File: src/include/irq_enable_pkg.sv
package irq_enable_pkg;

  // widths of the control-port access and of the lane set
  localparam int ADDR_W = 12;
  localparam int DATA_W = 8;
  localparam int LANES  = 8;

  // register offsets on the control port
  localparam logic [ADDR_W-1:0] PLL_FIFO_MASK_ADDR  = 12'h01f;
  localparam logic [ADDR_W-1:0] PRBS_MASK_ADDR      = 12'h020;
  localparam logic [ADDR_W-1:0] LINK_A_MASK_ADDR    = 12'h021;
  localparam logic [ADDR_W-1:0] LINK_B_MASK_ADDR    = 12'h022;
  localparam logic [ADDR_W-1:0] PLL_FIFO_FLAGS_ADDR = 12'h023;
  localparam logic [ADDR_W-1:0] PRBS_FLAGS_ADDR     = 12'h024;
  localparam logic [ADDR_W-1:0] LINK_A_FLAGS_ADDR   = 12'h025;
  localparam logic [ADDR_W-1:0] LINK_B_FLAGS_ADDR   = 12'h026;
  localparam logic [ADDR_W-1:0] FIFO_FULL_ADDR      = 12'h30c;
  localparam logic [ADDR_W-1:0] FIFO_EMPTY_ADDR     = 12'h30d;

  // reset value of every enable and flag register
  localparam logic [DATA_W-1:0] MASK_RST = 8'h00;

  // bits that software may store in each enable register
  localparam logic [DATA_W-1:0] PLL_FIFO_WR_BITS = 8'hff;
  localparam logic [DATA_W-1:0] PRBS_WR_BITS     = 8'h0f;
  localparam logic [DATA_W-1:0] LINK_WR_BITS     = 8'hff;

  // bits that carry a real event in each group
  localparam logic [DATA_W-1:0] PLL_FIFO_EVT_BITS = 8'h3e;
  localparam logic [DATA_W-1:0] PRBS_EVT_BITS     = 8'h0f;
  localparam logic [DATA_W-1:0] LINK_EVT_BITS     = 8'hbf;

  // field positions
  localparam int FIFO_FAULT_BIT = 1;
  localparam int PLL_EVT_LSB    = 2;

  // detector pulses entering the block
  typedef struct packed {
    logic [3:0]       pll;        // {dac lost, dac lock, ser lost, ser lock}
    logic [LANES-1:0] lane_full;
    logic [LANES-1:0] lane_empty;
    logic [3:0]       prbs;       // {b imag, b real, a imag, a real}
    logic [7:0]       link_a;     // same layout as its enable register
    logic [7:0]       link_b;
  } event_in_t;

  // one decoded control-port access
  typedef struct packed {
    logic              wr;
    logic              rd;
    logic [ADDR_W-1:0] addr;
    logic [DATA_W-1:0] wdata;
  } reg_req_t;

  typedef enum logic {LINK_DOWN, LINK_UP} link_state_t;

endpackage

File: src/verilog/event_interrupt_enables.sv
`timescale 1ns/1ns
module event_interrupt_enables (
  // clock and reset
  input  wire logic                             mclk,
  input  wire logic                             resetn,
  // control-port register access
  input  wire irq_enable_pkg::reg_req_t         req,
  output logic      [irq_enable_pkg::DATA_W-1:0] rdata_r,
  output logic                                  rvalid_r,
  // detector events and link control
  input  wire irq_enable_pkg::event_in_t        events,
  input  wire logic                             link_en,
  // interrupt request
  output logic                                  irq_r
);

  logic [irq_enable_pkg::DATA_W-1:0] pll_fifo_interrupt_mask_r;
  logic [irq_enable_pkg::DATA_W-1:0] prbs_check_interrupt_mask_r;
  logic [irq_enable_pkg::DATA_W-1:0] link_a_event_interrupt_mask_r;
  logic [irq_enable_pkg::DATA_W-1:0] link_b_event_interrupt_mask_r;
  logic [irq_enable_pkg::DATA_W-1:0] pll_flags;
  logic [irq_enable_pkg::DATA_W-1:0] prbs_check_event_flags;
  logic [irq_enable_pkg::DATA_W-1:0] link_a_flags;
  logic [irq_enable_pkg::DATA_W-1:0] link_b_flags;
  logic [irq_enable_pkg::DATA_W-1:0] pll_fifo_status;
  logic [irq_enable_pkg::DATA_W-1:0] pll_set;
  logic [irq_enable_pkg::DATA_W-1:0] prbs_set;
  logic [irq_enable_pkg::LANES-1:0]  full_seen;
  logic [irq_enable_pkg::LANES-1:0]  empty_seen;
  logic                              fifo_fault;
  logic                              fifo_fault_irq_on;
  logic                              irq_nxt;
  logic [irq_enable_pkg::DATA_W-1:0] rdata_nxt;

  // write strobe for one address
  function automatic logic wr_hit(input irq_enable_pkg::reg_req_t r,
                                  input logic [irq_enable_pkg::ADDR_W-1:0] a);
    wr_hit = r.wr && (r.addr == a);
  endfunction

  // write-one-to-clear vector for a flag register
  function automatic logic [irq_enable_pkg::DATA_W-1:0] w1c(
      input irq_enable_pkg::reg_req_t r,
      input logic [irq_enable_pkg::ADDR_W-1:0] a);
    w1c = wr_hit(r, a) ? r.wdata : '0;
  endfunction

  // any flag that its enable lets through
  function automatic logic pending(input logic [irq_enable_pkg::DATA_W-1:0] f,
                                   input logic [irq_enable_pkg::DATA_W-1:0] en,
                                   input logic [irq_enable_pkg::DATA_W-1:0] evt);
    pending = |(f & en & evt);
  endfunction

  // lane fifo fault detection and per-lane latches
  lane_fifo_monitor u_lane_mon (
    .mclk       (mclk),
    .resetn     (resetn),
    .lane_full  (events.lane_full),
    .lane_empty (events.lane_empty),
    .link_en    (link_en),
    .full_seen  (full_seen),
    .empty_seen (empty_seen),
    .fifo_fault (fifo_fault)
  );

  // event vectors placed at their enable positions
  assign pll_set  = {2'b00, events.pll, 2'b00};
  assign prbs_set = {4'h0, events.prbs};

  // pll lock and lost flags
  sticky_flag_bank #(.WIDTH(irq_enable_pkg::DATA_W)) u_pll_flags (
    .mclk   (mclk),
    .resetn (resetn),
    .set_in (pll_set & irq_enable_pkg::PLL_FIFO_EVT_BITS),
    .clr_in (w1c(req, irq_enable_pkg::PLL_FIFO_FLAGS_ADDR)),
    .flags  (pll_flags)
  );

  // prbs check error flags
  sticky_flag_bank #(.WIDTH(irq_enable_pkg::DATA_W)) u_prbs_flags (
    .mclk   (mclk),
    .resetn (resetn),
    .set_in (prbs_set),
    .clr_in (w1c(req, irq_enable_pkg::PRBS_FLAGS_ADDR)),
    .flags  (prbs_check_event_flags)
  );

  // link a event flags
  sticky_flag_bank #(.WIDTH(irq_enable_pkg::DATA_W)) u_link_a_flags (
    .mclk   (mclk),
    .resetn (resetn),
    .set_in (events.link_a & irq_enable_pkg::LINK_EVT_BITS),
    .clr_in (w1c(req, irq_enable_pkg::LINK_A_FLAGS_ADDR)),
    .flags  (link_a_flags)
  );

  // link b event flags
  sticky_flag_bank #(.WIDTH(irq_enable_pkg::DATA_W)) u_link_b_flags (
    .mclk   (mclk),
    .resetn (resetn),
    .set_in (events.link_b & irq_enable_pkg::LINK_EVT_BITS),
    .clr_in (w1c(req, irq_enable_pkg::LINK_B_FLAGS_ADDR)),
    .flags  (link_b_flags)
  );

  // fifo fault ignores write-one-to-clear; only the link cycle clears it
  always_comb begin
    pll_fifo_status = pll_flags & irq_enable_pkg::PLL_FIFO_EVT_BITS;
    pll_fifo_status[irq_enable_pkg::FIFO_FAULT_BIT] = fifo_fault;
  end

  // pll and fifo enables, every bit stored
  always_ff @(posedge mclk or negedge resetn) begin
    if (!resetn) begin
      pll_fifo_interrupt_mask_r <= irq_enable_pkg::MASK_RST;
    end else if (wr_hit(req, irq_enable_pkg::PLL_FIFO_MASK_ADDR)) begin
      pll_fifo_interrupt_mask_r <= req.wdata & irq_enable_pkg::PLL_FIFO_WR_BITS;
    end
  end

  assign fifo_fault_irq_on =
    pll_fifo_interrupt_mask_r[irq_enable_pkg::FIFO_FAULT_BIT];

  // prbs enables, upper nibble reads zero
  always_ff @(posedge mclk or negedge resetn) begin
    if (!resetn) begin
      prbs_check_interrupt_mask_r <= irq_enable_pkg::MASK_RST;
    end else if (wr_hit(req, irq_enable_pkg::PRBS_MASK_ADDR)) begin
      prbs_check_interrupt_mask_r <= req.wdata & irq_enable_pkg::PRBS_WR_BITS;
    end
  end

  // link a enables
  always_ff @(posedge mclk or negedge resetn) begin
    if (!resetn) begin
      link_a_event_interrupt_mask_r <= irq_enable_pkg::MASK_RST;
    end else if (wr_hit(req, irq_enable_pkg::LINK_A_MASK_ADDR)) begin
      link_a_event_interrupt_mask_r <= req.wdata & irq_enable_pkg::LINK_WR_BITS;
    end
  end

  // link b enables
  always_ff @(posedge mclk or negedge resetn) begin
    if (!resetn) begin
      link_b_event_interrupt_mask_r <= irq_enable_pkg::MASK_RST;
    end else if (wr_hit(req, irq_enable_pkg::LINK_B_MASK_ADDR)) begin
      link_b_event_interrupt_mask_r <= req.wdata & irq_enable_pkg::LINK_WR_BITS;
    end
  end

  // request from any enabled flag; reserved bits never count
  always_comb begin
    irq_nxt = (fifo_fault && fifo_fault_irq_on)
      || pending(pll_fifo_status, pll_fifo_interrupt_mask_r,
                 irq_enable_pkg::PLL_FIFO_EVT_BITS)
      || pending(prbs_check_event_flags, prbs_check_interrupt_mask_r,
                 irq_enable_pkg::PRBS_EVT_BITS)
      || pending(link_a_flags, link_a_event_interrupt_mask_r,
                 irq_enable_pkg::LINK_EVT_BITS)
      || pending(link_b_flags, link_b_event_interrupt_mask_r,
                 irq_enable_pkg::LINK_EVT_BITS);
  end

  // registered interrupt request
  always_ff @(posedge mclk or negedge resetn) begin
    if (!resetn) begin
      irq_r <= 1'b0;
    end else begin
      irq_r <= irq_nxt;
    end
  end

  // read decode, unmapped offsets read zero
  always_comb begin
    unique case (req.addr)
      irq_enable_pkg::PLL_FIFO_MASK_ADDR:  rdata_nxt = pll_fifo_interrupt_mask_r;
      irq_enable_pkg::PRBS_MASK_ADDR:      rdata_nxt = prbs_check_interrupt_mask_r;
      irq_enable_pkg::LINK_A_MASK_ADDR:    rdata_nxt = link_a_event_interrupt_mask_r;
      irq_enable_pkg::LINK_B_MASK_ADDR:    rdata_nxt = link_b_event_interrupt_mask_r;
      irq_enable_pkg::PLL_FIFO_FLAGS_ADDR: rdata_nxt = pll_fifo_status;
      irq_enable_pkg::PRBS_FLAGS_ADDR:     rdata_nxt = prbs_check_event_flags;
      irq_enable_pkg::LINK_A_FLAGS_ADDR:   rdata_nxt = link_a_flags;
      irq_enable_pkg::LINK_B_FLAGS_ADDR:   rdata_nxt = link_b_flags;
      irq_enable_pkg::FIFO_FULL_ADDR:      rdata_nxt = full_seen;
      irq_enable_pkg::FIFO_EMPTY_ADDR:     rdata_nxt = empty_seen;
      default:                             rdata_nxt = '0;
    endcase
  end

  // read data one cycle after the read strobe
  always_ff @(posedge mclk or negedge resetn) begin
    if (!resetn) begin
      rdata_r  <= '0;
      rvalid_r <= 1'b0;
    end else begin
      rvalid_r <= req.rd;
      if (req.rd) begin
        rdata_r <= rdata_nxt;
      end
    end
  end

endmodule

File: src/verilog/lane_fifo_monitor.sv
`timescale 1ns/1ns
module lane_fifo_monitor (
  // clock and reset
  input  wire logic                            mclk,
  input  wire logic                            resetn,
  // lane fifo conditions and link control
  input  wire logic [irq_enable_pkg::LANES-1:0] lane_full,
  input  wire logic [irq_enable_pkg::LANES-1:0] lane_empty,
  input  wire logic                            link_en,
  // latched per-lane state and summary
  output logic      [irq_enable_pkg::LANES-1:0] full_seen,
  output logic      [irq_enable_pkg::LANES-1:0] empty_seen,
  output logic                                 fifo_fault
);

  irq_enable_pkg::link_state_t state_r;
  logic                        reenable;

  // clear only when the link comes up again after being down
  assign reenable = (state_r == irq_enable_pkg::LINK_DOWN) && link_en;

  // link enable tracking
  always_ff @(posedge mclk or negedge resetn) begin
    if (!resetn) begin
      state_r <= irq_enable_pkg::LINK_DOWN;
    end else begin
      unique case (state_r)
        irq_enable_pkg::LINK_DOWN: if (link_en) state_r <= irq_enable_pkg::LINK_UP;
        irq_enable_pkg::LINK_UP:   if (!link_en) state_r <= irq_enable_pkg::LINK_DOWN;
      endcase
    end
  end

  // per-lane latches, a new condition wins over the clear
  always_ff @(posedge mclk or negedge resetn) begin
    if (!resetn) begin
      full_seen  <= '0;
      empty_seen <= '0;
    end else begin
      full_seen  <= (reenable ? '0 : full_seen) | lane_full;
      empty_seen <= (reenable ? '0 : empty_seen) | lane_empty;
    end
  end

  // summary fault on any full or empty lane
  always_ff @(posedge mclk or negedge resetn) begin
    if (!resetn) begin
      fifo_fault <= 1'b0;
    end else begin
      fifo_fault <= (fifo_fault && !reenable) || (|lane_full) || (|lane_empty);
    end
  end

endmodule

File: src/verilog/sticky_flag_bank.sv
`timescale 1ns/1ns
module sticky_flag_bank #(
  parameter int WIDTH = 8
) (
  // clock and reset
  input  wire logic             mclk,
  input  wire logic             resetn,
  // event pulses and write-one-to-clear
  input  wire logic [WIDTH-1:0] set_in,
  input  wire logic [WIDTH-1:0] clr_in,
  // latched flags
  output logic      [WIDTH-1:0] flags
);

  // a set in the clear cycle survives the clear
  always_ff @(posedge mclk or negedge resetn) begin
    if (!resetn) begin
      flags <= '0;
    end else begin
      flags <= (flags & ~clr_in) | set_in;
    end
  end

endmodule
File: config.mk
export PLATFORM = sky130hd
export DESIGN_NAME = event_interrupt_enables
export DESIGN_NICKNAME = d
export VERILOG_FILES = /design/src/include/irq_enable_pkg.sv /design/src/verilog/event_interrupt_enables.sv /design/src/verilog/lane_fifo_monitor.sv /design/src/verilog/sticky_flag_bank.sv
export SDC_FILE = /design/constraint.sdc
export NUM_CORES = 1
export LEC_CHECK = 0
export BUFFER_PORTS_ARGS = -buffer_cell sky130_fd_sc_hd__buf_2
export CORE_MARGIN = 2
export CORE_UTILIZATION = 60
export CTS_CLUSTER_SIZE = 14
export DETAILED_ROUTE_END_ITERATION = 6
export PLACE_DENSITY_LB_ADDON = 0.3
export SYNTH_ARGS = -nofsm -noshare
export SYNTH_HDL_FRONTEND = slang
export SYNTH_HIERARCHICAL = 1
export SYNTH_SLANG_ARGS = --single-unit
File: constraint.sdc
create_clock -name mclk -period 3.7 [get_ports mclk]
set_input_delay 0.74 -clock mclk [delete_from_list [all_inputs] [get_ports mclk]]
set_output_delay 0.74 -clock mclk [all_outputs]
set_load 0.02 [all_outputs]
==> results.sh, run 1 <==
export IMPL_wl_um=10100
export IMPL_die_area_mm2=0.00777
export IMPL_finClkSkew_ns=0.00765
export IMPL_grt_first_pass_wirelength_um=16300
export IMPL_drive_gt1_share_pct=28.3
export IMPL_cts_inserted_buffers=9
export IMPL_io_buffers=72
export IMPL_max_freq_mhz=391
export IMPL_tns_ns=0
export IMPL_num_fill_cells=490
export IMPL_setup_violations=0
export IMPL_num_antenna_cells=0
export IMPL_layout_min_cycle_time_ns=2.56
export IMPL_r2r_end="rdata_r[1]"
export IMPL_io_pins=75
export IMPL_synth_cell_area_mm2=0.00425
export IMPL_cts_root_buf="clkbuf_8"
export IMPL_rr_worst_depth=5
export IMPL_ant_nets=0
export IMPL_leakage_nw=2.10
export IMPL_relSlewSlack_pct=28.8
export IMPL_rrSetupSlack_ns=2.00
export IMPL_routedWlPerCell_um=18.4
export IMPL_clock_latency_ns=0.34
export IMPL_cts_reportedPaths_clkPinSlew_ns=0.08
export IMPL_cts_tree="yes"
export IMPL_start_kind="primary input"
export IMPL_status="finished clean"
export IMPL_antenna_found_initial=0
export IMPL_crit_path_end_kind="flop"
export IMPL_cts_htree_levels=3
export IMPL_vias_per_cell=6.10
export IMPL_hold_path_class="flop to flop"
export IMPL_hold_viol=0
export IMPL_initial_utilization_pct=62.2
export IMPL_grt_pass1_vias=3236
export IMPL_cp_data_arrival_time_ns=2.79
export IMPL_postSynthAreaPerCell_um2=11.4
export IMPL_cp_max_fo=6
export IMPL_post_route_drc_count=0
export IMPL_critical_path_endpoint="u_prbs_flags/flags[4]"
export IMPL_track_usage_pct=27.9
export IMPL_vias=3351
export IMPL_postCtsHoldBufs=0
export IMPL_postCtsSetupRepairBufs=0
export IMPL_multi_input_area_mm2=0.00198
export IMPL_drt_iter0_drc=345
export IMPL_postSynthCellCount=374
export IMPL_critPathKind="primary input to flop"
export IMPL_rsz0062_at_grt="no"
export IMPL_startpoint="req[17]"
export IMPL_syn_to_final_growth_pct=14.1
export IMPL_crit_required_ns=3.94
export IMPL_irDropWorstVdd_v=0.000234
export IMPL_place_gp_congestion=0.917
export IMPL_cts_sinks=84
export IMPL_final_period_utilization_pct=69.1
export IMPL_cts_buffer_depth=2
export IMPL_cts_resized=0
export IMPL_dpl_worst_slack_ns=0.840
export IMPL_slew_viol_final=0
export IMPL_ys_warn_count=6
export IMPL_dp_hpwl_um=7290
export IMPL_area_sequential_mm2=0.00210
export IMPL_fin_ws_ns=1.14
export IMPL_worst_pin_slew_ns=1.07
export IMPL_die_h_um=88.2
export IMPL_worstReg2RegStart="u_link_a_flags/flags[1]"
export IMPL_nNetsFinal=516
export IMPL_grt_max_degree=85
export IMPL_dr_pass1_iters=6
export IMPL_cap_violations=0
export IMPL_overflow=0
export IMPL_die_x_um=88.2
export IMPL_rows=30
export IMPL_power_per_cell_area_mw_per_mm2=336
export IMPL_coreArea_mm2=0.00683
-- registers in the layout (all words and copies together) (netlist names) --
signal and count:
u_link_a_flags/flags 8, u_lane_mon/state_r 1, rvalid_r 1, u_lane_mon/empty_seen 8, link_b_event_interrupt_mask_r 8, rdata_r 8
pll_fifo_interrupt_mask_r 8, u_prbs_flags/flags 8, prbs_check_interrupt_mask_r 4, link_a_event_interrupt_mask_r 8, u_link_b_flags/flags 8, u_pll_flags/flags 4
u_lane_mon/full_seen 8, irq_r 1, u_lane_mon/fifo_fault 1
-- report_power, final --
part | switching (mW) | internal, mW
logic | 0.0901 | 0.0598
registers | 0.00830 | 0.932
clock network | 0.308 | 0.231
-- metrics by stage --
step / total power [mW] / cell area [um^2] / utilization (%) / std cells / hold WS [ns]
after floorplan: 1.03 / 4270 / - / 379 / 0.443
after global placement: 1.10 / 4700 / 68.8 / 536 / 0.457
after detailed placement: 1.11 / 4700 / 68.8 / 536 / 0.465
after CTS: 1.64 / 4850 / 71.0 / 549 / 0.483
after global routing: 1.70 / 4850 / 71.0 / 549 / 0.496
final: 1.63 / 4850 / 71.0 / 549 / 0.481
-- placed cells by master (no fill, tap or decap), drive strengths merged, types with 6 or more instances in the layout --
cell and n:
o2bb2ai 11, nand2 9, clkbuf 10, and3 6
o21ai 9, mux2i 14, a21o 46, inv 28
buf 76, a221oi 7, mux2 32, nand3 11
a22oi 9, dfrtp 84, and2 28, nor4 8
conb 6
-- metal layers --
layer / up-vias / wire length [um] / track usage, %
met3: 32 / 682 / 4.15
li1: 1516 / - / -
met2: 156 / 4800 / 43.0
met5: - / 0 / 0
met4: 0 / 266 / 11.3
met1: 1647 / 4380 / 40.2
-- worst max-delay path: stages --
cell and delay, ns:
buf_2 0.11, nor4_1 0.53, and3_1 0.31, nand3_1 0.12, nor3_1 0.40, buf_4 0.24, and2_1 0.13, inv_1 0.04
a21o_1 0.16
-- area by class of cell --
| class | instances | share of cell area (%) |
|---|---|---|
| inverters | 29 | 2.25 |
| repair buffers | 76 | 8.10 |
| well taps | 96 | 2.48 |
| flip-flops and latches | 84 | 43.4 |
| multi-input cells | 251 | 40.8 |
| clock buffers | 10 | 2.63 |
| clock inverters | 3 | 0.361 |
-- how the worst min path moves through the flow --
stage | cells past startpoint | from | end | slack (ns)
2_1_floorplan | 0 | resetn | irq_r | 0.44
3_5_place_dp | 1 | u_lane_mon/empty_seen[3] | u_lane_mon/empty_seen[3] | 0.47
3_3_place_gp | 1 | u_lane_mon/full_seen[6] | u_lane_mon/full_seen[6] | 0.46
6_report | 1 | u_lane_mon/empty_seen[4] | u_lane_mon/empty_seen[4] | 0.48
5_1_grt | 1 | u_lane_mon/empty_seen[3] | u_lane_mon/empty_seen[3] | 0.50
4_1_cts | 1 | u_prbs_flags/flags[4] | u_prbs_flags/flags[4] | 0.48
Power figures use the tool's default switching activity.
==> inputs of run 2 (changes only) <==
--- a/config.mk
+++ b/config.mk
@@ -5,9 +5,10 @@
 export SDC_FILE = /design/constraint.sdc
 export NUM_CORES = 1
 export LEC_CHECK = 0
+export ABC_AREA = 1
 export BUFFER_PORTS_ARGS = -buffer_cell sky130_fd_sc_hd__buf_2
 export CORE_MARGIN = 2
-export CORE_UTILIZATION = 60
+export CORE_UTILIZATION = 57
 export CTS_CLUSTER_SIZE = 14
 export DETAILED_ROUTE_END_ITERATION = 6
 export PLACE_DENSITY_LB_ADDON = 0.3
==> constraint.sdc (replaced) <==
create_clock -name mclk -period 2.4 [get_ports mclk]
set_input_delay 0.48 -clock mclk [delete_from_list [all_inputs] [get_ports mclk]]
set_output_delay 0.48 -clock mclk [all_outputs]
set_load 0.02 [all_outputs]
==> results.sh, run 2 <==
export IMPL_status="finished clean"
export IMPL_antenna_found_initial=0
export IMPL_clkPwrFrac_pct=36.5
export IMPL_crit_required_ns=2.70
export IMPL_share_seq_of_total_power_pct=55.3
export IMPL_rows=32
export IMPL_ant_nets=0
export IMPL_p_sw_mw=0.726
export IMPL_clock_latency_ns=0.37
export IMPL_tns_ns=0
export IMPL_leakage_nw=2.77
export IMPL_vias_per_cell=5.25
export IMPL_postCtsHoldBufs=0
export IMPL_place_gp_congestion=0.951
export IMPL_ys_warn_count=6
export IMPL_die_x_um=93.6
export IMPL_vias=4061
export IMPL_routedWlPerCell_um=14.6
export IMPL_cts_resized=0
export IMPL_slew_viol_final=0
export IMPL_final_period_utilization_pct=64.6
export IMPL_hold_viol=0
export IMPL_critPathKind="primary input to flop"
export IMPL_comb_power_share_pct=8.3
export IMPL_crit_path_end_kind="flop"
export IMPL_irDropWorstVdd_v=0.000297
export IMPL_die_area_mm2=0.00876
export IMPL_cts_reportedPaths_clkPinSlew_ns=0.09
export IMPL_cts_buffer_depth=2
export IMPL_hold_path_class="primary input to async pin"
export IMPL_initial_utilization_pct=58.9
export IMPL_rrSetupSlack_ns=1.04
export IMPL_max_freq_mhz=645
export IMPL_io_buffers=72
export IMPL_cap_violations=0
export IMPL_cp_max_fo=32
export IMPL_grt_pass1_vias=3765
export IMPL_dr_pass1_iters=5
export IMPL_drt_iter0_drc=368
export IMPL_cts_root_buf="clkbuf_8"
export IMPL_cp_data_arrival_time_ns=1.85
export IMPL_dp_hpwl_um=8300
export IMPL_wl_um=11300
export IMPL_postSynthCellCount=587
export IMPL_postCtsSetupRepairBufs=0
export IMPL_cts_inserted_buffers=9
export IMPL_total_power_mw=2.63
export IMPL_sw_frac_of_total_pct=27.6
export IMPL_finClkSkew_ns=0.00944
export IMPL_final_cell_mix="nand2_1 (178), dfrtp_1 (84), inv_1 (82)"
export IMPL_relSlewSlack_pct=51.3
export IMPL_setup_violations=0
export IMPL_grt_first_pass_wirelength_um=18400
export IMPL_final_common_cell="nand2_1"
export IMPL_internal_power_mw=1.90
export IMPL_drive_gt1_share_pct=20.2
export IMPL_start_kind="primary input"
export IMPL_track_usage_pct=27.7
export IMPL_post_route_drc_count=0
export IMPL_rsz0062_at_grt="no"
export IMPL_nNetsFinal=732
export IMPL_synth_cell_area_mm2=0.00457
export IMPL_layout_min_cycle_time_ns=1.55
export IMPL_overflow=0
export IMPL_grt_max_degree=57
export IMPL_syn_to_final_growth_pct=13.8
export IMPL_power_per_cell_area_mw_per_mm2=505
export IMPL_postSynthAreaPerCell_um2=7.79
export IMPL_cts_tree="yes"
export IMPL_die_h_um=93.6
export IMPL_worst_pin_slew_ns=0.730
export IMPL_cts_sinks=84
export IMPL_io_pins=75
export IMPL_coreArea_mm2=0.00777
export IMPL_num_antenna_cells=0
export IMPL_cts_htree_levels=3
## run 2: metrics by stage
stage | std cells | hold slack, ns | setup slack [ns] | cell area (um^2) | util, %
after detailed placement | 758 | 0.461 | 0.498 | 5020 | 64.7
after global placement | 758 | 0.458 | 0.540 | 5020 | 64.7
after floorplan | 592 | 0.184 | 0.871 | 4590 | -
after CTS | 774 | 0.193 | 0.880 | 5210 | 67.0
final | 774 | 0.175 | 0.850 | 5210 | 67.0
after global routing | 774 | 0.224 | 0.764 | 5210 | 67.0
## run 2: layer usage
metal / global-route usage [%] / share of wire, % / vias to the layer above
met5: 0 / 0 / -
met4: 7.37 / 1.8 / 0
met3: 6.37 / 7.7 / 28
met2: 44.8 / 48 / 173
met1: 37.9 / 43 / 1863
li1: - / - / 1997
## run 2: worst paths after layout
path,start,endpoint,depth (start not counted)
setup / recovery,req[17],rdata_r[4],11
setup reg to reg,u_link_b_flags/flags[5],irq_r,3
hold reg to reg,rdata_r[1],rdata_r[1],2
min in group mclk,link_en,u_lane_mon/state_r,1
max in group asynchronous,resetn,pll_fifo_interrupt_mask_r[7],2
hold / removal,resetn,u_lane_mon/empty_seen[6],1
## run 2: power groups by stage
stage / Combinational, mW / Clock, mW / Sequential [mW]
floorplan: 0.101 / 0 / 1.48
global placement: 0.214 / 0 / 1.48
detailed placement: 0.219 / 0 / 1.48
CTS: 0.220 / 0.977 / 1.45
global route: 0.244 / 1.05 / 1.46
finish: 0.218 / 0.958 / 1.45
## run 2: worst max-delay path, stage by stage
cell and delay (ns):
buf_2 0.10, nor2_1 0.13, nand2_2 0.12, inv_4 0.30, buf_4 0.24, nand3_1 0.10
nand2_1 0.08, nor2_1 0.05, nand3_1 0.11, nand2_1 0.06, nand2_1 0.06
## run 2: cell type report
type	instances	area (um^2)
clock buffer	9	124
multi-input combinational	411	2070
timing repair buffer	76	405
tap	102	128
inverter	85	322
clock inverter	7	57.6
sequential	84	2100
fill	704	2560
==> inputs of run 3 (changes only) <==
--- a/config.mk
+++ b/config.mk
@@ -8,7 +8,7 @@
 export ABC_AREA = 1
 export BUFFER_PORTS_ARGS = -buffer_cell sky130_fd_sc_hd__buf_2
 export CORE_MARGIN = 2
-export CORE_UTILIZATION = 57
+export CORE_UTILIZATION = 52
 export CTS_CLUSTER_SIZE = 14
 export DETAILED_ROUTE_END_ITERATION = 6
 export PLACE_DENSITY_LB_ADDON = 0.3
==> constraint.sdc (replaced) <==
create_clock -name mclk -period 1.25 [get_ports mclk]
set_input_delay 0.25 -clock mclk [delete_from_list [all_inputs] [get_ports mclk]]
set_output_delay 0.25 -clock mclk [all_outputs]
set_load 0.02 [all_outputs]
==> results.sh, run 3 (same netlist as run 2, synthesis figures left out) <==
export IMPL_postCtsSetupRepairBufs=0
export IMPL_hold_viol=0
export IMPL_cp_max_fo=2
export IMPL_r2r_end="irq_r"
export IMPL_cap_violations=0
export IMPL_placed_cells=796
export IMPL_finClkSkew_ns=0.0123
export IMPL_sw_frac_of_total_pct=26.2
export IMPL_nNetsFinal=765
export IMPL_critPathKind="flop to flop"
export IMPL_crit_required_ns=1.48
export IMPL_vias_per_cell=5.09
export IMPL_path_delay_family="flip-flops"
export IMPL_crit_path_max_incr_delay_ns=0.39
export IMPL_final_common_cell="nand2_1"
export IMPL_routedWlPerCell_um=14.4
export IMPL_critPathMostFrequentCell="nand4_1"
export IMPL_worstReg2RegStart="link_b_event_interrupt_mask_r[0]"
export IMPL_cts_reportedPaths_clkPinSlew_ns=0.09
export IMPL_clock_latency_ns=0.36
export IMPL_io_buffers=72
export IMPL_num_antenna_cells=0
export IMPL_cts_inserted_buffers=9
export IMPL_grt_first_pass_wirelength_um=19600
export IMPL_layout_min_cycle_time_ns=1.22
export IMPL_crit_path_end_kind="flop"
export IMPL_max_freq_mhz=822
export IMPL_grt_pass1_vias=4111
export IMPL_grt_max_degree=55
export IMPL_slew_viol_final=0
export IMPL_power_per_cell_area_mw_per_mm2=947
export IMPL_path_buf_inv=1
export IMPL_hold_end="u_lane_mon/state_r"
export IMPL_p_sw_mw=1.38
export IMPL_ant_nets=0
export IMPL_num_fill_cells=794
export IMPL_start_kind="flop"
export IMPL_die_area_mm2=0.00956
export IMPL_hold_path_class="primary input to flop"
export IMPL_cts_sinks=84
export IMPL_syn_to_final_growth_pct=21.5
export IMPL_dp_hpwl_um=8950
export IMPL_crit_chain="nand2_1 -> nand4_1 -> a211oi_2 -> buf_4 -> nand4_1"
export IMPL_vias=4138
export IMPL_final_cell_mix="nand2_1 (171), dfrtp_1 (84), inv_1 (82)"
export IMPL_cts_root_buf="clkbuf_8"
export IMPL_dr_pass1_iters=5
export IMPL_cts_htree_levels=3
export IMPL_rrSetupSlack_ns=0.03
export IMPL_share_seq_of_total_power_pct=52.9
export IMPL_tns_ns=0
export IMPL_antenna_found_initial=0
export IMPL_drive_gt1_share_pct=25.4
export IMPL_drt_iter0_drc=248
export IMPL_hold_path_depth=1
export IMPL_clkPwrFrac_pct=38.1
export IMPL_cts_tree="yes"
export IMPL_final_period_utilization_pct=97.3
export IMPL_coreArea_mm2=0.00864
export IMPL_place_gp_congestion=0.917
export IMPL_die_h_um=97.8
export IMPL_internal_power_mw=3.89
export IMPL_cp_data_arrival_time_ns=1.44
export IMPL_io_pins=75
export IMPL_die_x_um=97.8
export IMPL_initial_utilization_pct=53.0
export IMPL_irDropWorstVdd_v=0.000602
export IMPL_rows=34
export IMPL_cts_buffer_depth=2
export IMPL_status="finished clean"
export IMPL_rr_worst_depth=5
export IMPL_crit_slowest_cell="dfrtp_1"
export IMPL_wl_um=11700
export IMPL_post_route_drc_count=0
export IMPL_leakage_nw=2.95
export IMPL_final_cells=813
export IMPL_track_usage_pct=25.9
export IMPL_holdCritStartpoint="link_en"
export IMPL_setup_violations=0
export IMPL_overflow=0
export IMPL_comb_power_share_pct=9.0
==> run 3: cell count changes in the layout (fill, tap and decap cells not counted), moves of 2 or more <==
| cell | previous run | this run |
|---|---|---|
| buf_4 | 4 | 35 |
| nand2_1 | 178 | 171 |
| nand2_2 | 2 | 9 |
| nand3_2 | 5 | 2 |
| nand3_4 | 3 | 6 |
| nor2_1 | 67 | 64 |
| nor2_2 | 2 | 4 |
==> run 3: final cells by class <==
class	instances	area (um^2)	area share, %
inverters	85	322	5.79
clock inverters	7	81.3	1.46
clock buffers	9	124	2.23
multi-input cells	411	2130	38.2
repair buffers	109	668	12.0
flip-flops and latches	84	2100	37.8
well taps	108	135	2.43
==> run 3: repair_timing <==
action	in CTS	in global routing
gates resized for setup	0	3
endpoints found under the setup margin	0	3
hold endpoints to repair	84	0
hold buffers	1	0
==> run 3: routing by layer <==
layer	up-vias	routed length [um]	global-route usage (%)
li1	2064	-	-
met1	1898	5030	33.9
met2	148	5610	42.4
met3	28	725	5.30
met4	0	316	10.3
met5	-	0	0
==> run 3: power by group through the flow <==
stage	clock [mW]	sequential [mW]	combinational [mW]
after detailed placement	0	2.84	0.472
after CTS	2.06	2.79	0.475
after floorplan	0	2.84	0.201
after global routing	2.15	2.79	0.526
after global placement	0	2.84	0.460
final	2.01	2.79	0.472
==> run 3: metrics by stage <==
| step | power, mW | util [%] | hold slack (ns) | setup WS (ns) | cell area (um^2) |
|---|---|---|---|---|---|
| 3_3_place_gp | 3.30 | 61.8 | 0.258 | -0.229 | 5330 |
| 5_1_grt | 5.47 | 64.4 | 0.0236 | -0.0751 | 5560 |
| 2_1_floorplan | 3.04 | - | -0.0456 | -0.0125 | 4650 |
| 4_1_cts | 5.32 | 64.2 | 0.0277 | 0.0484 | 5550 |
| 3_5_place_dp | 3.31 | 61.8 | 0.261 | -0.258 | 5330 |
| 6_report | 5.27 | 64.4 | 0.0326 | 0.0338 | 5560 |
==> run 3: how the worst max path moves through the flow <==
stage / depth (start not counted) / endpoint / from
CTS: 4 / irq_r / link_b_event_interrupt_mask_r[5]
global placement: 10 / rdata_r[0] / req[14]
floorplan: 7 / link_a_event_interrupt_mask_r[5] / req[14]
global route: 10 / u_link_a_flags/flags[3] / req[10]
detailed placement: 7 / link_a_event_interrupt_mask_r[3] / req[14]
finish: 5 / irq_r / link_b_event_interrupt_mask_r[0]
